==> src/hw/dccu_pkg.sv <==
// package of constants and types for the dual capture/compare unit
`default_nettype none
package dccu_pkg;
  localparam int NUM_CH = 32;
  localparam int CH_PER_UNIT = 16;
  localparam int NUM_TMR = 4;
  localparam int PAIR_OFS = 8;
  localparam int IN_ONLY_LO = 24;
  localparam int IN_ONLY_HI = 27;
  localparam int AXI_AW = 9;
  // register word indices; byte address is four times the index
  localparam logic [6:0] IDX_VAL = 7'h00;
  localparam logic [6:0] IDX_CFG = 7'h20;
  localparam logic [6:0] IDX_TMR = 7'h40;
  localparam logic [6:0] IDX_RLD = 7'h44;
  localparam logic [6:0] IDX_TCTL = 7'h48;
  localparam logic [6:0] IDX_END = 7'h4C;
  localparam logic [15:0] TMR_MAX = 16'hFFFF;
  localparam logic [15:0] TMR_ONE = 16'h0001;
  localparam logic [15:0] TMR_RST = 16'h0000;
  localparam int PRESC_W = 10;
  localparam logic [10:0] PRESC_BASE = 11'h008;
  localparam logic [10:0] PRESC_ONE = 11'h001;
  localparam logic [1:0] RESP_OKAY = 2'h0;
  localparam logic [1:0] RESP_SLVERR = 2'h2;
  // finest timer step: clock period times the smallest divider
  localparam int CLK_PERIOD_PS = 5000;
  localparam int MIN_DIV = 8;
  localparam int FINEST_STEP_PS = CLK_PERIOD_PS * MIN_DIV;

  typedef enum logic [2:0] {
    DCCU_OFF, DCCU_CAPTURE, DCCU_CMP0, DCCU_CMP1, DCCU_CMP2, DCCU_CMP3, DCCU_DOUBLE
  } dccu_mode_type;
  typedef enum logic [1:0] {
    DCCU_EDGE_NONE, DCCU_EDGE_RISE, DCCU_EDGE_FALL, DCCU_EDGE_BOTH
  } dccu_edge_type;
  typedef enum logic [1:0] {
    DCCU_SRC_PRESC, DCCU_SRC_GPT, DCCU_SRC_EXT, DCCU_SRC_STOP
  } dccu_src_type;

  // channel config word bits [5:0]
  typedef struct packed {
    dccu_edge_type edge_sel;
    logic tmr_sel;
    dccu_mode_type mode;
  } dccu_ch_cfg_type;
  // timer control word bits [7:0]
  typedef struct packed {
    dccu_edge_type ext_edge;
    logic run;
    dccu_src_type src;
    logic [2:0] timer_input_select;
  } dccu_tmr_ctl_type;
  localparam int CFG_W = $bits(dccu_ch_cfg_type);
  localparam int TCTL_W = $bits(dccu_tmr_ctl_type);
endpackage
`default_nettype wire

==> src/hw/dccu_top.sv <==
// dual capture/compare unit: two units of sixteen channels, four timers, AXI4-Lite registers
// Summary of operation
// RULE_01: two units of sixteen channels each, thirty-two channels total.
// RULE_02: smallest prescaler gives the finest timer step, eight clocks.
// RULE_03: each unit has two 16-bit timers each with a reload register.
// RULE_04: timer counts on prescaled clock or second module output timer overflow.
// RULE_05: first timer of each unit may also count external pin edges.
// RULE_06: each channel selects either timer of its own unit.
// RULE_07: each channel independently set to capture or a compare mode.
// RULE_08: each channel owns one pin: capture input or compare output.
// RULE_09: channels 24 to 27 are input only, no compare output.
// RULE_10: shared external count input makes both first timers count together; here each first timer has its own ext_count_in line.
// RULE_11: capture copies assigned timer into channel register on pin event.
// RULE_12: every capture raises that channel's own interrupt request.
// RULE_13: capture edge is rising, falling or both, per channel.
// RULE_14: compare channels check against their timer on each timer update.
// RULE_15: on equality the configured compare mode action is carried out.
// RULE_16: period depends on reload; zero reload runs the full 16-bit range.
// RULE_17: prescaler choice in each timer's input select sets its rate.
// RULE_18: input select codes 0 to 7 divide clock by 8 up to 1024.
// RULE_19: mode 0 interrupts every match; mode 1 toggles pin every match.
// RULE_20: mode 3 sets pin on match, clears on overflow; mode 2 one irq a period.
// RULE_21: double mode: two registers toggle one pin on every match.
// RULE_22: timer reloads on overflow in the same clock and raises its request.
//
// Chosen here: the address map and register access over AXI4-Lite.
`default_nettype none
module dccu_top (
  input wire logic aclk,
  input wire logic aresetn,
  input wire logic [dccu_pkg::AXI_AW-1:0] s_axi_awaddr,
  input wire logic s_axi_awvalid,
  output logic s_axi_awready,
  input wire logic [31:0] s_axi_wdata,
  input wire logic [3:0] s_axi_wstrb,
  input wire logic s_axi_wvalid,
  output logic s_axi_wready,
  output logic [1:0] s_axi_bresp,
  output logic s_axi_bvalid,
  input wire logic s_axi_bready,
  input wire logic [dccu_pkg::AXI_AW-1:0] s_axi_araddr,
  input wire logic s_axi_arvalid,
  output logic s_axi_arready,
  output logic [31:0] s_axi_rdata,
  output logic [1:0] s_axi_rresp,
  output logic s_axi_rvalid,
  input wire logic s_axi_rready,
  input wire logic gpt_ovf_pulse,
  input wire logic [1:0] ext_count_in,
  input wire logic [dccu_pkg::NUM_CH-1:0] cc_pin_in,
  output logic [dccu_pkg::NUM_CH-1:0] cc_pin_out,
  output logic [dccu_pkg::NUM_CH-1:0] cc_pin_oe,
  output logic [dccu_pkg::NUM_CH-1:0] cc_irq,
  output logic [dccu_pkg::NUM_TMR-1:0] timer_irq
);
  function automatic logic [15:0] wmerge(input logic [15:0] old, input logic [31:0] d,
                                         input logic [3:0] s);
    wmerge = {s[1] ? d[15:8] : old[15:8], s[0] ? d[7:0] : old[7:0]};
  endfunction

  // register state
  logic [15:0] cc_val_reg [dccu_pkg::NUM_CH];
  dccu_pkg::dccu_ch_cfg_type cc_cfg_reg [dccu_pkg::NUM_CH];
  logic [15:0] tmr_reg [dccu_pkg::NUM_TMR];
  logic [15:0] rld_reg [dccu_pkg::NUM_TMR];
  dccu_pkg::dccu_tmr_ctl_type tctl_reg [dccu_pkg::NUM_TMR];
  logic [dccu_pkg::PRESC_W-1:0] presc_reg;
  logic [1:0] ext_prev_reg;
  logic [dccu_pkg::NUM_CH-1:0] pin_prev_reg;
  logic [dccu_pkg::NUM_CH-1:0] fired_reg;

  // timer events shared with channels
  logic [dccu_pkg::NUM_TMR-1:0] tmr_tick;
  logic [dccu_pkg::NUM_TMR-1:0] tmr_ovf;
  logic [15:0] tmr_next [dccu_pkg::NUM_TMR];
  logic [dccu_pkg::NUM_CH-1:0] ch_match;
  logic [dccu_pkg::NUM_CH-1:0] ch_dbl;

  // ---------------- AXI4-Lite write path ----------------
  logic aw_held_reg;
  logic w_held_reg;
  logic [dccu_pkg::AXI_AW-1:0] awaddr_reg;
  logic [31:0] wdata_reg;
  logic [3:0] wstrb_reg;
  logic bvalid_reg;
  logic [1:0] bresp_reg;

  wire logic wr_fire = aw_held_reg && w_held_reg && !bvalid_reg;
  wire logic [6:0] wr_idx = awaddr_reg[8:2];
  wire logic wr_hit = wr_idx < dccu_pkg::IDX_END;

  assign s_axi_awready = !aw_held_reg && !bvalid_reg;
  assign s_axi_wready = !w_held_reg && !bvalid_reg;
  assign s_axi_bvalid = bvalid_reg;
  assign s_axi_bresp = bresp_reg;

  // the register write lands at the edge that raises bvalid
  always_ff @(posedge aclk) begin
    if (!aresetn) begin
      aw_held_reg <= 1'b0;
      w_held_reg <= 1'b0;
      awaddr_reg <= '0;
      wdata_reg <= '0;
      wstrb_reg <= '0;
      bvalid_reg <= 1'b0;
      bresp_reg <= dccu_pkg::RESP_OKAY;
    end else begin
      if (s_axi_awvalid && s_axi_awready) begin
        aw_held_reg <= 1'b1;
        awaddr_reg <= s_axi_awaddr;
      end
      if (s_axi_wvalid && s_axi_wready) begin
        w_held_reg <= 1'b1;
        wdata_reg <= s_axi_wdata;
        wstrb_reg <= s_axi_wstrb;
      end
      if (wr_fire) begin
        aw_held_reg <= 1'b0;
        w_held_reg <= 1'b0;
        bvalid_reg <= 1'b1;
        bresp_reg <= wr_hit ? dccu_pkg::RESP_OKAY : dccu_pkg::RESP_SLVERR;
      end else if (bvalid_reg && s_axi_bready) begin
        bvalid_reg <= 1'b0;
      end
    end
  end

  // ---------------- AXI4-Lite read path ----------------
  logic rvalid_reg;
  logic [31:0] rdata_reg;
  logic [1:0] rresp_reg;

  wire logic [6:0] rd_idx = s_axi_araddr[8:2];
  wire logic rd_hit_val = rd_idx < dccu_pkg::IDX_CFG;
  wire logic rd_hit_cfg = !rd_hit_val && rd_idx < dccu_pkg::IDX_TMR;
  wire logic rd_hit_tmr = rd_idx >= dccu_pkg::IDX_TMR && rd_idx < dccu_pkg::IDX_RLD;
  wire logic rd_hit_rld = rd_idx >= dccu_pkg::IDX_RLD && rd_idx < dccu_pkg::IDX_TCTL;
  wire logic rd_hit_tctl = rd_idx >= dccu_pkg::IDX_TCTL && rd_idx < dccu_pkg::IDX_END;
  wire logic rd_hit = rd_idx < dccu_pkg::IDX_END;
  wire logic [31:0] rd_word =
    rd_hit_val ? 32'(cc_val_reg[rd_idx[4:0]]) :
    rd_hit_cfg ? 32'(cc_cfg_reg[rd_idx[4:0]]) :
    rd_hit_tmr ? 32'(tmr_reg[rd_idx[1:0]]) :
    rd_hit_rld ? 32'(rld_reg[rd_idx[1:0]]) :
    rd_hit_tctl ? 32'(tctl_reg[rd_idx[1:0]]) : 32'h0000_0000;

  assign s_axi_arready = !rvalid_reg;
  assign s_axi_rvalid = rvalid_reg;
  assign s_axi_rdata = rdata_reg;
  assign s_axi_rresp = rresp_reg;

  // read data is taken from the registers at the edge that accepts the address
  always_ff @(posedge aclk) begin
    if (!aresetn) begin
      rvalid_reg <= 1'b0;
      rdata_reg <= '0;
      rresp_reg <= dccu_pkg::RESP_OKAY;
    end else if (s_axi_arvalid && s_axi_arready) begin
      rvalid_reg <= 1'b1;
      rdata_reg <= rd_word;
      rresp_reg <= rd_hit ? dccu_pkg::RESP_OKAY : dccu_pkg::RESP_SLVERR;
    end else if (rvalid_reg && s_axi_rready) begin
      rvalid_reg <= 1'b0;
    end
  end

  // ---------------- prescaler and external count edges ----------------
  always_ff @(posedge aclk) begin
    if (!aresetn) begin
      presc_reg <= '0;
      ext_prev_reg <= '0;
    end else begin
      presc_reg <= presc_reg + 1'b1;
      ext_prev_reg <= ext_count_in;
    end
  end

  // ---------------- timers ----------------
  for (genvar t = 0; t < dccu_pkg::NUM_TMR; t++) begin : g_tmr
    dccu_pkg::dccu_tmr_ctl_type ctl;
    logic [dccu_pkg::PRESC_W-1:0] mask;
    logic presc_tick;
    logic ext_ev;
    logic src_tick;
    assign ctl = tctl_reg[t];
    // divide by 8 << select: 8, 16 ... 1024
    assign mask = dccu_pkg::PRESC_W'((dccu_pkg::PRESC_BASE << ctl.timer_input_select)
                  - dccu_pkg::PRESC_ONE); // RULE_18 RULE_17 RULE_02
    assign presc_tick = (presc_reg & mask) == mask;
    if (t % 2 == 0) begin : g_ext
      // each first timer counts edges of its own unit's ext_count_in line, per its own ext_edge
      wire logic rise = ext_count_in[t/2] && !ext_prev_reg[t/2];
      wire logic fall = !ext_count_in[t/2] && ext_prev_reg[t/2];
      assign ext_ev = (ctl.ext_edge[0] && rise) || (ctl.ext_edge[1] && fall); // RULE_05 RULE_10
    end else begin : g_noext
      assign ext_ev = 1'b0;
    end
    assign src_tick = (ctl.src == dccu_pkg::DCCU_SRC_PRESC) ? presc_tick :
                      (ctl.src == dccu_pkg::DCCU_SRC_GPT) ? gpt_ovf_pulse :
                      (ctl.src == dccu_pkg::DCCU_SRC_EXT) ? ext_ev : 1'b0; // RULE_04
    assign tmr_tick[t] = ctl.run && src_tick;
    assign tmr_ovf[t] = tmr_tick[t] && tmr_reg[t] == dccu_pkg::TMR_MAX;
    // reload of zero runs the full range
    assign tmr_next[t] = tmr_ovf[t] ? rld_reg[t] : tmr_reg[t] + dccu_pkg::TMR_ONE; // RULE_16

    wire logic wr_t = wr_fire && wr_idx == dccu_pkg::IDX_TMR + 7'(t);
    wire logic wr_r = wr_fire && wr_idx == dccu_pkg::IDX_RLD + 7'(t);
    wire logic wr_c = wr_fire && wr_idx == dccu_pkg::IDX_TCTL + 7'(t) && wstrb_reg[0];

    always_ff @(posedge aclk) begin
      if (!aresetn) begin
        tmr_reg[t] <= dccu_pkg::TMR_RST;
        rld_reg[t] <= dccu_pkg::TMR_RST;
        tctl_reg[t] <= '0;
        timer_irq[t] <= 1'b0;
      end else begin
        if (wr_t) begin
          tmr_reg[t] <= wmerge(tmr_reg[t], wdata_reg, wstrb_reg);
        end else if (tmr_tick[t]) begin
          tmr_reg[t] <= tmr_next[t]; // RULE_03 RULE_22
        end
        if (wr_r) begin
          rld_reg[t] <= wmerge(rld_reg[t], wdata_reg, wstrb_reg); // RULE_03
        end
        if (wr_c) begin
          tctl_reg[t] <= dccu_pkg::dccu_tmr_ctl_type'(wdata_reg[dccu_pkg::TCTL_W-1:0]);
        end
        timer_irq[t] <= tmr_ovf[t]; // RULE_22
      end
    end
  end

  // ---------------- channels ----------------
  for (genvar i = 0; i < dccu_pkg::NUM_CH; i++) begin : g_ch // RULE_01
    localparam bit OUT_OK = !(i >= dccu_pkg::IN_ONLY_LO && i <= dccu_pkg::IN_ONLY_HI);
    dccu_pkg::dccu_ch_cfg_type cfg;
    logic [1:0] ti;
    logic rise;
    logic fall;
    logic cap_ev;
    logic is_cmp;
    logic once_ok;
    logic pair_match;
    logic low_half;
    assign cfg = cc_cfg_reg[i];
    // timer index: unit number and per-channel timer choice
    assign ti = {1'(i / dccu_pkg::CH_PER_UNIT), cfg.tmr_sel}; // RULE_06
    assign rise = cc_pin_in[i] && !pin_prev_reg[i];
    assign fall = !cc_pin_in[i] && pin_prev_reg[i];
    assign cap_ev = cfg.mode == dccu_pkg::DCCU_CAPTURE &&
                    ((cfg.edge_sel[0] && rise) || (cfg.edge_sel[1] && fall)); // RULE_13 RULE_08
    assign is_cmp = cfg.mode inside {dccu_pkg::DCCU_CMP0, dccu_pkg::DCCU_CMP1,
                    dccu_pkg::DCCU_CMP2, dccu_pkg::DCCU_CMP3, dccu_pkg::DCCU_DOUBLE}; // RULE_07
    // compare against the value the timer takes on this update
    assign ch_match[i] = is_cmp && tmr_tick[ti] && cc_val_reg[i] == tmr_next[ti]; // RULE_14
    assign ch_dbl[i] = cfg.mode == dccu_pkg::DCCU_DOUBLE;
    assign once_ok = ch_match[i] && (!fired_reg[i] || tmr_ovf[ti]);
    assign low_half = (i % dccu_pkg::CH_PER_UNIT) < dccu_pkg::PAIR_OFS;
    if ((i % dccu_pkg::CH_PER_UNIT) < dccu_pkg::PAIR_OFS) begin : g_pair
      assign pair_match = ch_dbl[i] && ch_dbl[i + dccu_pkg::PAIR_OFS] &&
                          ch_match[i + dccu_pkg::PAIR_OFS]; // RULE_21
    end else begin : g_nopair
      assign pair_match = 1'b0;
    end

    wire logic wr_v = wr_fire && wr_idx == dccu_pkg::IDX_VAL + 7'(i);
    wire logic wr_c = wr_fire && wr_idx == dccu_pkg::IDX_CFG + 7'(i) && wstrb_reg[0];

    always_ff @(posedge aclk) begin
      if (!aresetn) begin
        cc_val_reg[i] <= '0;
        cc_cfg_reg[i] <= '0;
        pin_prev_reg[i] <= 1'b0;
        fired_reg[i] <= 1'b0;
        cc_irq[i] <= 1'b0;
      end else begin
        pin_prev_reg[i] <= cc_pin_in[i];
        // capture wins over a software write in the same cycle
        if (cap_ev) begin
          cc_val_reg[i] <= tmr_reg[ti]; // RULE_11
        end else if (wr_v) begin
          cc_val_reg[i] <= wmerge(cc_val_reg[i], wdata_reg, wstrb_reg);
        end
        if (wr_c) begin
          cc_cfg_reg[i] <= dccu_pkg::dccu_ch_cfg_type'(wdata_reg[dccu_pkg::CFG_W-1:0]);
        end
        // a match on the reload value belongs to the new period;
        // a new config starts the channel with no match counted, a match wins
        if (tmr_ovf[ti]) begin
          fired_reg[i] <= ch_match[i];
        end else if (ch_match[i]) begin
          fired_reg[i] <= 1'b1;
        end else if (wr_c) begin
          fired_reg[i] <= 1'b0;
        end
        // requests are one-cycle pulses for an outside interrupt controller
        unique case (cfg.mode)
          dccu_pkg::DCCU_CAPTURE: cc_irq[i] <= cap_ev; // RULE_12
          dccu_pkg::DCCU_CMP0, dccu_pkg::DCCU_CMP1, dccu_pkg::DCCU_DOUBLE:
            cc_irq[i] <= ch_match[i]; // RULE_19 RULE_15
          dccu_pkg::DCCU_CMP2, dccu_pkg::DCCU_CMP3: cc_irq[i] <= once_ok; // RULE_20
          default: cc_irq[i] <= 1'b0;
        endcase
      end
    end

    if (OUT_OK) begin : g_out
      always_ff @(posedge aclk) begin
        if (!aresetn) begin
          cc_pin_out[i] <= 1'b0;
          cc_pin_oe[i] <= 1'b0;
        end else begin
          cc_pin_oe[i] <= cfg.mode inside {dccu_pkg::DCCU_CMP1, dccu_pkg::DCCU_CMP3} ||
                          (ch_dbl[i] && low_half); // RULE_08
          // pin actions land at the edge of the matching timer update
          unique case (cfg.mode)
            dccu_pkg::DCCU_CMP1: begin
              if (ch_match[i]) cc_pin_out[i] <= !cc_pin_out[i]; // RULE_19
            end
            dccu_pkg::DCCU_CMP3: begin
              if (once_ok) begin
                cc_pin_out[i] <= 1'b1; // RULE_20
              end else if (tmr_ovf[ti]) begin
                cc_pin_out[i] <= 1'b0; // RULE_20
              end
            end
            dccu_pkg::DCCU_DOUBLE: begin
              if (low_half && (ch_match[i] || pair_match)) begin
                cc_pin_out[i] <= !cc_pin_out[i]; // RULE_21
              end
            end
            default: cc_pin_out[i] <= cc_pin_out[i];
          endcase
        end
      end
    end else begin : g_in_only
      // these pins are inputs only and never drive
      assign cc_pin_out[i] = 1'b0; // RULE_09
      assign cc_pin_oe[i] = 1'b0; // RULE_09
    end
  end
endmodule
`default_nettype wire

==> config.mk <==
export PLATFORM = sky130hd
export DESIGN_NAME = dccu_top
export DESIGN_NICKNAME = d
export VERILOG_FILES = /design/src/hw/dccu_pkg.sv /design/src/hw/dccu_top.sv
export SDC_FILE = /design/constraint.sdc
export NUM_CORES = 2
export LEC_CHECK = 0
export CELL_PAD_IN_SITES_DETAIL_PLACEMENT = 0
export CELL_PAD_IN_SITES_GLOBAL_PLACEMENT = 1
export CORE_MARGIN = 4
export CORE_UTILIZATION = 40
export CTS_CLUSTER_DIAMETER = 80
export DETAILED_ROUTE_END_ITERATION = 12
export DONT_BUFFER_PORTS = 1
export PLACE_DENSITY = 0.65
export SYNTH_ARGS = -nofsm -noshare
export SYNTH_HDL_FRONTEND = slang
export SYNTH_SLANG_ARGS = --single-unit
==> constraint.sdc <==
create_clock -name aclk -period 10.2 [get_ports aclk]
set_clock_uncertainty 0.15 [all_clocks]
set_input_delay 1.02 -clock aclk [delete_from_list [all_inputs] [get_ports aclk]]
set_output_delay 1.02 -clock aclk [all_outputs]
set_load 0.05 [all_outputs]
# == After elaboration in Yosys (flattened, before gate mapping) ==
# Memories as Yosys holds them, arrays and structs flattened.
# Cells that the tools add are included.
# word_totals
ff_bits,235
ramBits,864
in_bits,96
mem_count,5
# op_classes
add_sub_neg,9
magnitude_cmp,73
n_eq_ne,385
n_shift,4
muxes,1070
n_bitwise,149
reduce_logical,868
# mem_list
name,depth,width,rd,rd_clocked_by_memory_dff,write_ports,line,text
cc_val_reg,32,16,33,0,32,dccu_top.sv:62,logic [15:0] cc_val_reg [dccu_pkg::NUM_CH];
cc_cfg_reg,32,6,33,0,32,dccu_top.sv:63,dccu_pkg::dccu_ch_cfg_type cc_cfg_reg [dccu_pkg::NUM_CH];
rld_reg,4,16,5,0,4,dccu_top.sv:65,logic [15:0] rld_reg [dccu_pkg::NUM_TMR];
tmr_reg,4,16,37,0,4,dccu_top.sv:64,logic [15:0] tmr_reg [dccu_pkg::NUM_TMR];
tctl_reg,4,8,5,0,4,dccu_top.sv:66,dccu_pkg::dccu_tmr_ctl_type tctl_reg [dccu_pkg::NUM_TMR];
# op_table
op,count
16-bit 2-to-1 mux,148
16-bit binary-select mux with 2-bit select,32
1-bit 2-to-1 mux,711
8-bit 2-to-1 mux,85
16-bit == test,32
1-bit logical AND,429
"3-bit == test, second input constant",96
"7-bit by 6-bit == test with 1-bit output, second input constant",32
"3-bit by 2-bit == test with 1-bit output, second input constant",64
6-bit 2-to-1 mux,32
5-bit nonzero test,32
1-bit one-hot mux with 3 select lines,48
3-bit nonzero test,48
1-bit logical NOT,133
"7-bit by 5-bit == test with 1-bit output, second input constant",16
1-bit OR,112
1-bit logical OR,98
"3-bit by 1-bit == test with 1-bit output, second input constant",32
"3-bit greater-or-equal comparator, second input constant",32
3-bit OR reduction,32
"7-bit == test, second input constant",12
"3-bit by 2-bit inequality test with 1-bit output, second input constant",28
2-bit OR reduction,33
"16-bit by 1-bit adder with 16-bit output, second input constant",4
29 further kinds,237

# == Longest topological paths before layout ==
# logic_depth
word_depth,19
ltp_mapped,18
mapped_depth_nobuf,13

# == Worst setup path after synthesis ==
# Ideal clock, no wire load.
# synth_timing
kind,input to register
from,input gpt_ovf_pulse
to,register cc_pin_out[6] in the netlist's numbering
t_arrival_ns,4.312
slack_ns,5.676
stages,13
cell_sequence,nand2b_1 o311ai_0 a311oi_2 nand3_4 buf_2 mux2i_1 a2111oi_0 nand4_1 a2111o_1 or4_1 a211oi_1 o2111ai_1 nand3_1
# synth_via
elab_chain_len,14
# synth_lines
element,line,text
"start, declared",dccu_top.sv:48,"input wire logic gpt_ovf_pulse,"
1-bit 2-to-1 mux,dccu_top.sv:199,(ctl.src == dccu_pkg::DCCU_SRC_GPT) ? gpt_ovf_pulse :
1-bit 2-to-1 mux,dccu_top.sv:198,assign src_tick = (ctl.src == dccu_pkg::DCCU_SRC_PRESC) ? presc_tick :
1-bit logical AND,dccu_top.sv:201,assign tmr_tick[t] = ctl.run && src_tick;
1-bit logical AND,dccu_top.sv:202,assign tmr_ovf[t] = tmr_tick[t] && tmr_reg[t] == dccu_pkg::TMR_MAX;
16-bit 2-to-1 mux,dccu_top.sv:204,assign tmr_next[t] = tmr_ovf[t] ? rld_reg[t] : tmr_reg[t] + dccu_pkg::TMR_ONE;
16-bit binary-select mux with 2-bit select,dccu_top.sv:255,assign ch_match[i] = is_cmp && tmr_tick[ti] && cc_val_reg[i] == tmr_next[ti];
16-bit 2-to-1 mux (implied by the code) (2 in series),dccu_top.sv:255,
16-bit == test,dccu_top.sv:255,
1-bit logical AND,dccu_top.sv:255,
1-bit logical AND,dccu_top.sv:260,assign pair_match = ch_dbl[i] && ch_dbl[i + dccu_pkg::PAIR_OFS] &&
1-bit logical OR,dccu_top.sv:328,if (low_half && (ch_match[i] || pair_match)) begin
2-bit by 1-bit inequality test with 1-bit output (no line),--,
4-bit AND reduction (no line),--,
"end signal, assigned by index",dccu_top.sv:318,if (ch_match[i]) cc_pin_out[i] <= !cc_pin_out[i];
"end signal, assigned by index",dccu_top.sv:329,cc_pin_out[i] <= !cc_pin_out[i];
"end signal, assigned by index",dccu_top.sv:332,default: cc_pin_out[i] <= cc_pin_out[i];
"end, declared",dccu_top.sv:51,"output logic [dccu_pkg::NUM_CH-1:0] cc_pin_out,"
# Several ways; a longest one is shown, not always the timed one. The select of a mux whose other input is x is not followed.
# A chain may end at the register's enable or synchronous reset.

==> flow_summary.toml <==
[power_and_ir_drop]
p_comb_share_pct = 16.8
cellLeakagePower_uw = 0.02917
clockPowerShare_pct = 40.1
p_int_uw = 8342
pwr_density_cell_nw_per_um2 = 142.9
seqPwrFrac_pct = 43.0
switching_share_pct = 32.04
ir_worst_vdd_v = 0.0001557
p_switching_uw = 3934

[floorplan]
dieArea_sq_um = 202400
core_region_area_sq_um = 193400
dieWidth_um = 449.9
ios = 237
rows = 161
start_util_pct = 40.40
die_y_um = 449.9

[logic_synthesis]
avgSynthCellArea_sq_um = 9.412
synth_edf_count = 864
synthFlopType = "edfxtp_1"
seq_area_frac_synth_pct = 38.72
synth_seq_cells = 1079
synth.distinct_cells = 112
synthTopCellsByArea = "edfxtp_1 33%, mux2i_1 7.8%, mux4_2 7.5%, o21ai_0 6.0%, dfxtp_1 5.5%"
async_flop_share_pct = 0
syn_area_sq_um = 78120
synth.top_cell.area_share_pct = 33.21
synth_top_cell_by_area = "edfxtp_1"
syn-instance-count = 8300
synth-warning-count = 0

[placement]
place_worst_setup_slack_ns = 3.279
port_buffers = 0
place_congestion = 1.081
placed_cells = 10420
dp_hpwl_um = 340000

[worst_setup_path]
cp-start-kind = "flop"
r2r_slack_ns = 2.92
reg2reg_from = "tmr_reg[1][15]$_DFFE_PP_"
r2r-end = "cc_pin_out[1]$_SDFFE_PN0P_"
cp_data_arrival_time_ns = 7.81
crit_chain = "buf_4 -> nand3_1 -> or4_1 -> nor3_2 -> buf_4 -> nand2_1 -> a21oi_2 -> xnor2_1 -> a32oi_1 -> or4_1 -> or4_1 -> o21a_1 -> o21a_1 -> o221a_1"
crit_path_end = "cc_pin_out[1]$_SDFFE_PN0P_"
critPathKind = "flop to flop"
setup.worst_path.start = "tmr_reg[1][15]$_DFFE_PP_"
cp-end-kind = "flop"
path_buf_inv = 2
crit_family = "simple AND/OR/NAND/NOR gates"
cp.depth = 14
cp_common_cell = "or4_1"
cpPeakStageDelay_ns = 1.40
worstRegToRegCells = 14
worstPathMaxFanout = 17
critical_path_required_ns = 10.74
slowest_stage = "a21oi_2"

[clock_network]
max-clock-path-buffers = 3
cts_buffers = 136
ctsHoldBuffers = 0
clock_latency_ns = 0.82
post_cts_resized = 0
h-tree-depth = 4
cts_tree = "built"
clk_pin_slew_ns = 0.06
cts_sinks = 1079
cts_setup_buffers = 0
cts_root_buffer = "clkbuf_16"

[timing]
rsz0062_at_grt = "false"
tns_ns = 0
max_freq_ghz = 0.1375
setup_violations = 0
layout_min_cycle_time_ns = 7.275
worst_pin_slew_ns = 1.513
fin_ws_ns = 2.925
slew_headroom_pct = -0.8596
hold_violations = 0
min_period_over_period_pct = 71.33
drv_slew = 7

[outcome]
violations = "capacitance limit, slew limit"
status = "complete, but fails checks"

[final_layout]
num-fill-cells = 18590
drive_gt1_share_pct = 12.49
final_cell_mix = "1,015 x nand2_1, 926 x o21ai_0, 864 x edfxtp_1"
layout.cells.non_filler = 10700
num-nets-final = 8164
areaGrowthSynthToFinish_pct = 9.987
mostFrequentLayoutCell = "nand2_1"
largest_register_ffs = 512

[route]
drcViolationCount = 0
vias_per_cell = 7.131
wire_per_inst_um = 46.40
via_count = 76300
drt_first_pass_iters = 9
drt_iter0_drc = 12940
ant_nets = 0
routed_wl_um = 496500

[hold_path]
worstHoldPathType = "primary input to flop"

[global_route]
grt_overflow = 0
grt_pass1_vias = 70860
grt_pass1_wl_um = 649700
grt_start_max_net_pins = 217
antenna_found_initial = 40
track_usage_pct = 47.19

[run]
drv_cap = 1
[worst register-to-register path, cell delays in order (launching register included)]
cell and delay, ns:
edfxtp_1 0.81, buf_4 0.54, nand3_1 0.14, or4_1 0.68, nor3_2 0.19, buf_4 0.31, nand2_1 0.71, a21oi_2 1.40
xnor2_1 0.22, a32oi_1 0.14, or4_1 0.54, or4_1 0.75, o21a_1 0.23, o21a_1 0.16, o221a_1 0.19
[power groups by stage]
stage	Combinational, uW	Clock, uW	Sequential [uW]
floorplan	1160	0	5150
global placement	1930	0	5350
detailed placement	1940	0	5350
CTS	1940	4940	5260
global route	2050	5120	5280
finish	2060	4930	5280
[cell usage after synthesis (64+ instances only)]
cell      number
o22ai_1       64
mux4_2       260
buf_1        119
o211ai_1      65
nand2_1     1025
nand3b_1      65
dfxtp_1      215
nor3_1       154
edfxtp_1     864
a21oi_1      297
inv_1        127
nand3_1      169
xor2_1       217
nor4_1        93
o21ai_0      933
clkbuf_1     575
nand4_1      105
mux2i_1      607
xnor2_1      376
nor2_1       446
and2_1       352
[stage by stage]
stage / area, sq um / hold WS, ns / total power, uW / util [%]
floorplan: 78220 / 0.2675 / 6308 / -
global placement: 81420 / 0.2800 / 7282 / 42.10
detailed placement: 81420 / 0.2974 / 7290 / 42.10
CTS: 85840 / 0.1234 / 12150 / 44.39
global route: 85870 / 0.1366 / 12450 / 44.40
finish: 85930 / 0.1582 / 12280 / 44.43
[routing by layer]
metal | wire length (um) | GRT usage (%) | vias to the layer above
li1 | - | - | 30280
met1 | 168500 | 54.04 | 37880
met2 | 211600 | 70.21 | 6155
met3 | 57020 | 13.60 | 1971
met4 | 59290 | 45.32 | 16
met5 | 110 | 0.07102 | -
[cell families after synthesis]
kind of cell	share of synthesized area, %
other	0.004800
and+or+nand+nor	17.24
DFF	38.72
AOI/OAI and AO/OA	16.53
muxes	15.66
adders and majority gates	0.5125
xor gates and xnor gates	6.728
buffers and inverters	4.596
[worst min-delay path by stage]
stage | endpoint | from | depth (start not counted) | slack, ns
CTS | s_axi_rvalid$_SDFFE_PN0P_ | s_axi_rready | 1 | 0.12
finish | s_axi_rvalid$_SDFFE_PN0P_ | s_axi_rready | 1 | 0.16
global route | s_axi_rvalid$_SDFFE_PN0P_ | s_axi_rready | 1 | 0.14
detailed placement | presc_reg[0]$_SDFF_PN0_ | presc_reg[0]$_SDFF_PN0_ | 1 | 0.30
global placement | presc_reg[0]$_SDFF_PN0_ | presc_reg[0]$_SDFF_PN0_ | 1 | 0.28
floorplan | presc_reg[0]$_SDFF_PN0_ | presc_reg[0]$_SDFF_PN0_ | 1 | 0.27
[cell type report]
type	count	area [sq um]	area share [%]
timing repair buffer	346	2604	3.030
tap	2526	3161	3.678
clock inverter	71	688.2	0.8009
clock buffer	179	3739	4.351
multi-input combinational	6342	44880	52.23
inverter	131	499.2	0.5810
antenna	27	67.56	0.07863
sequential	1079	30290	35.25
No activity file was read; power rests on OpenSTA's default activity.
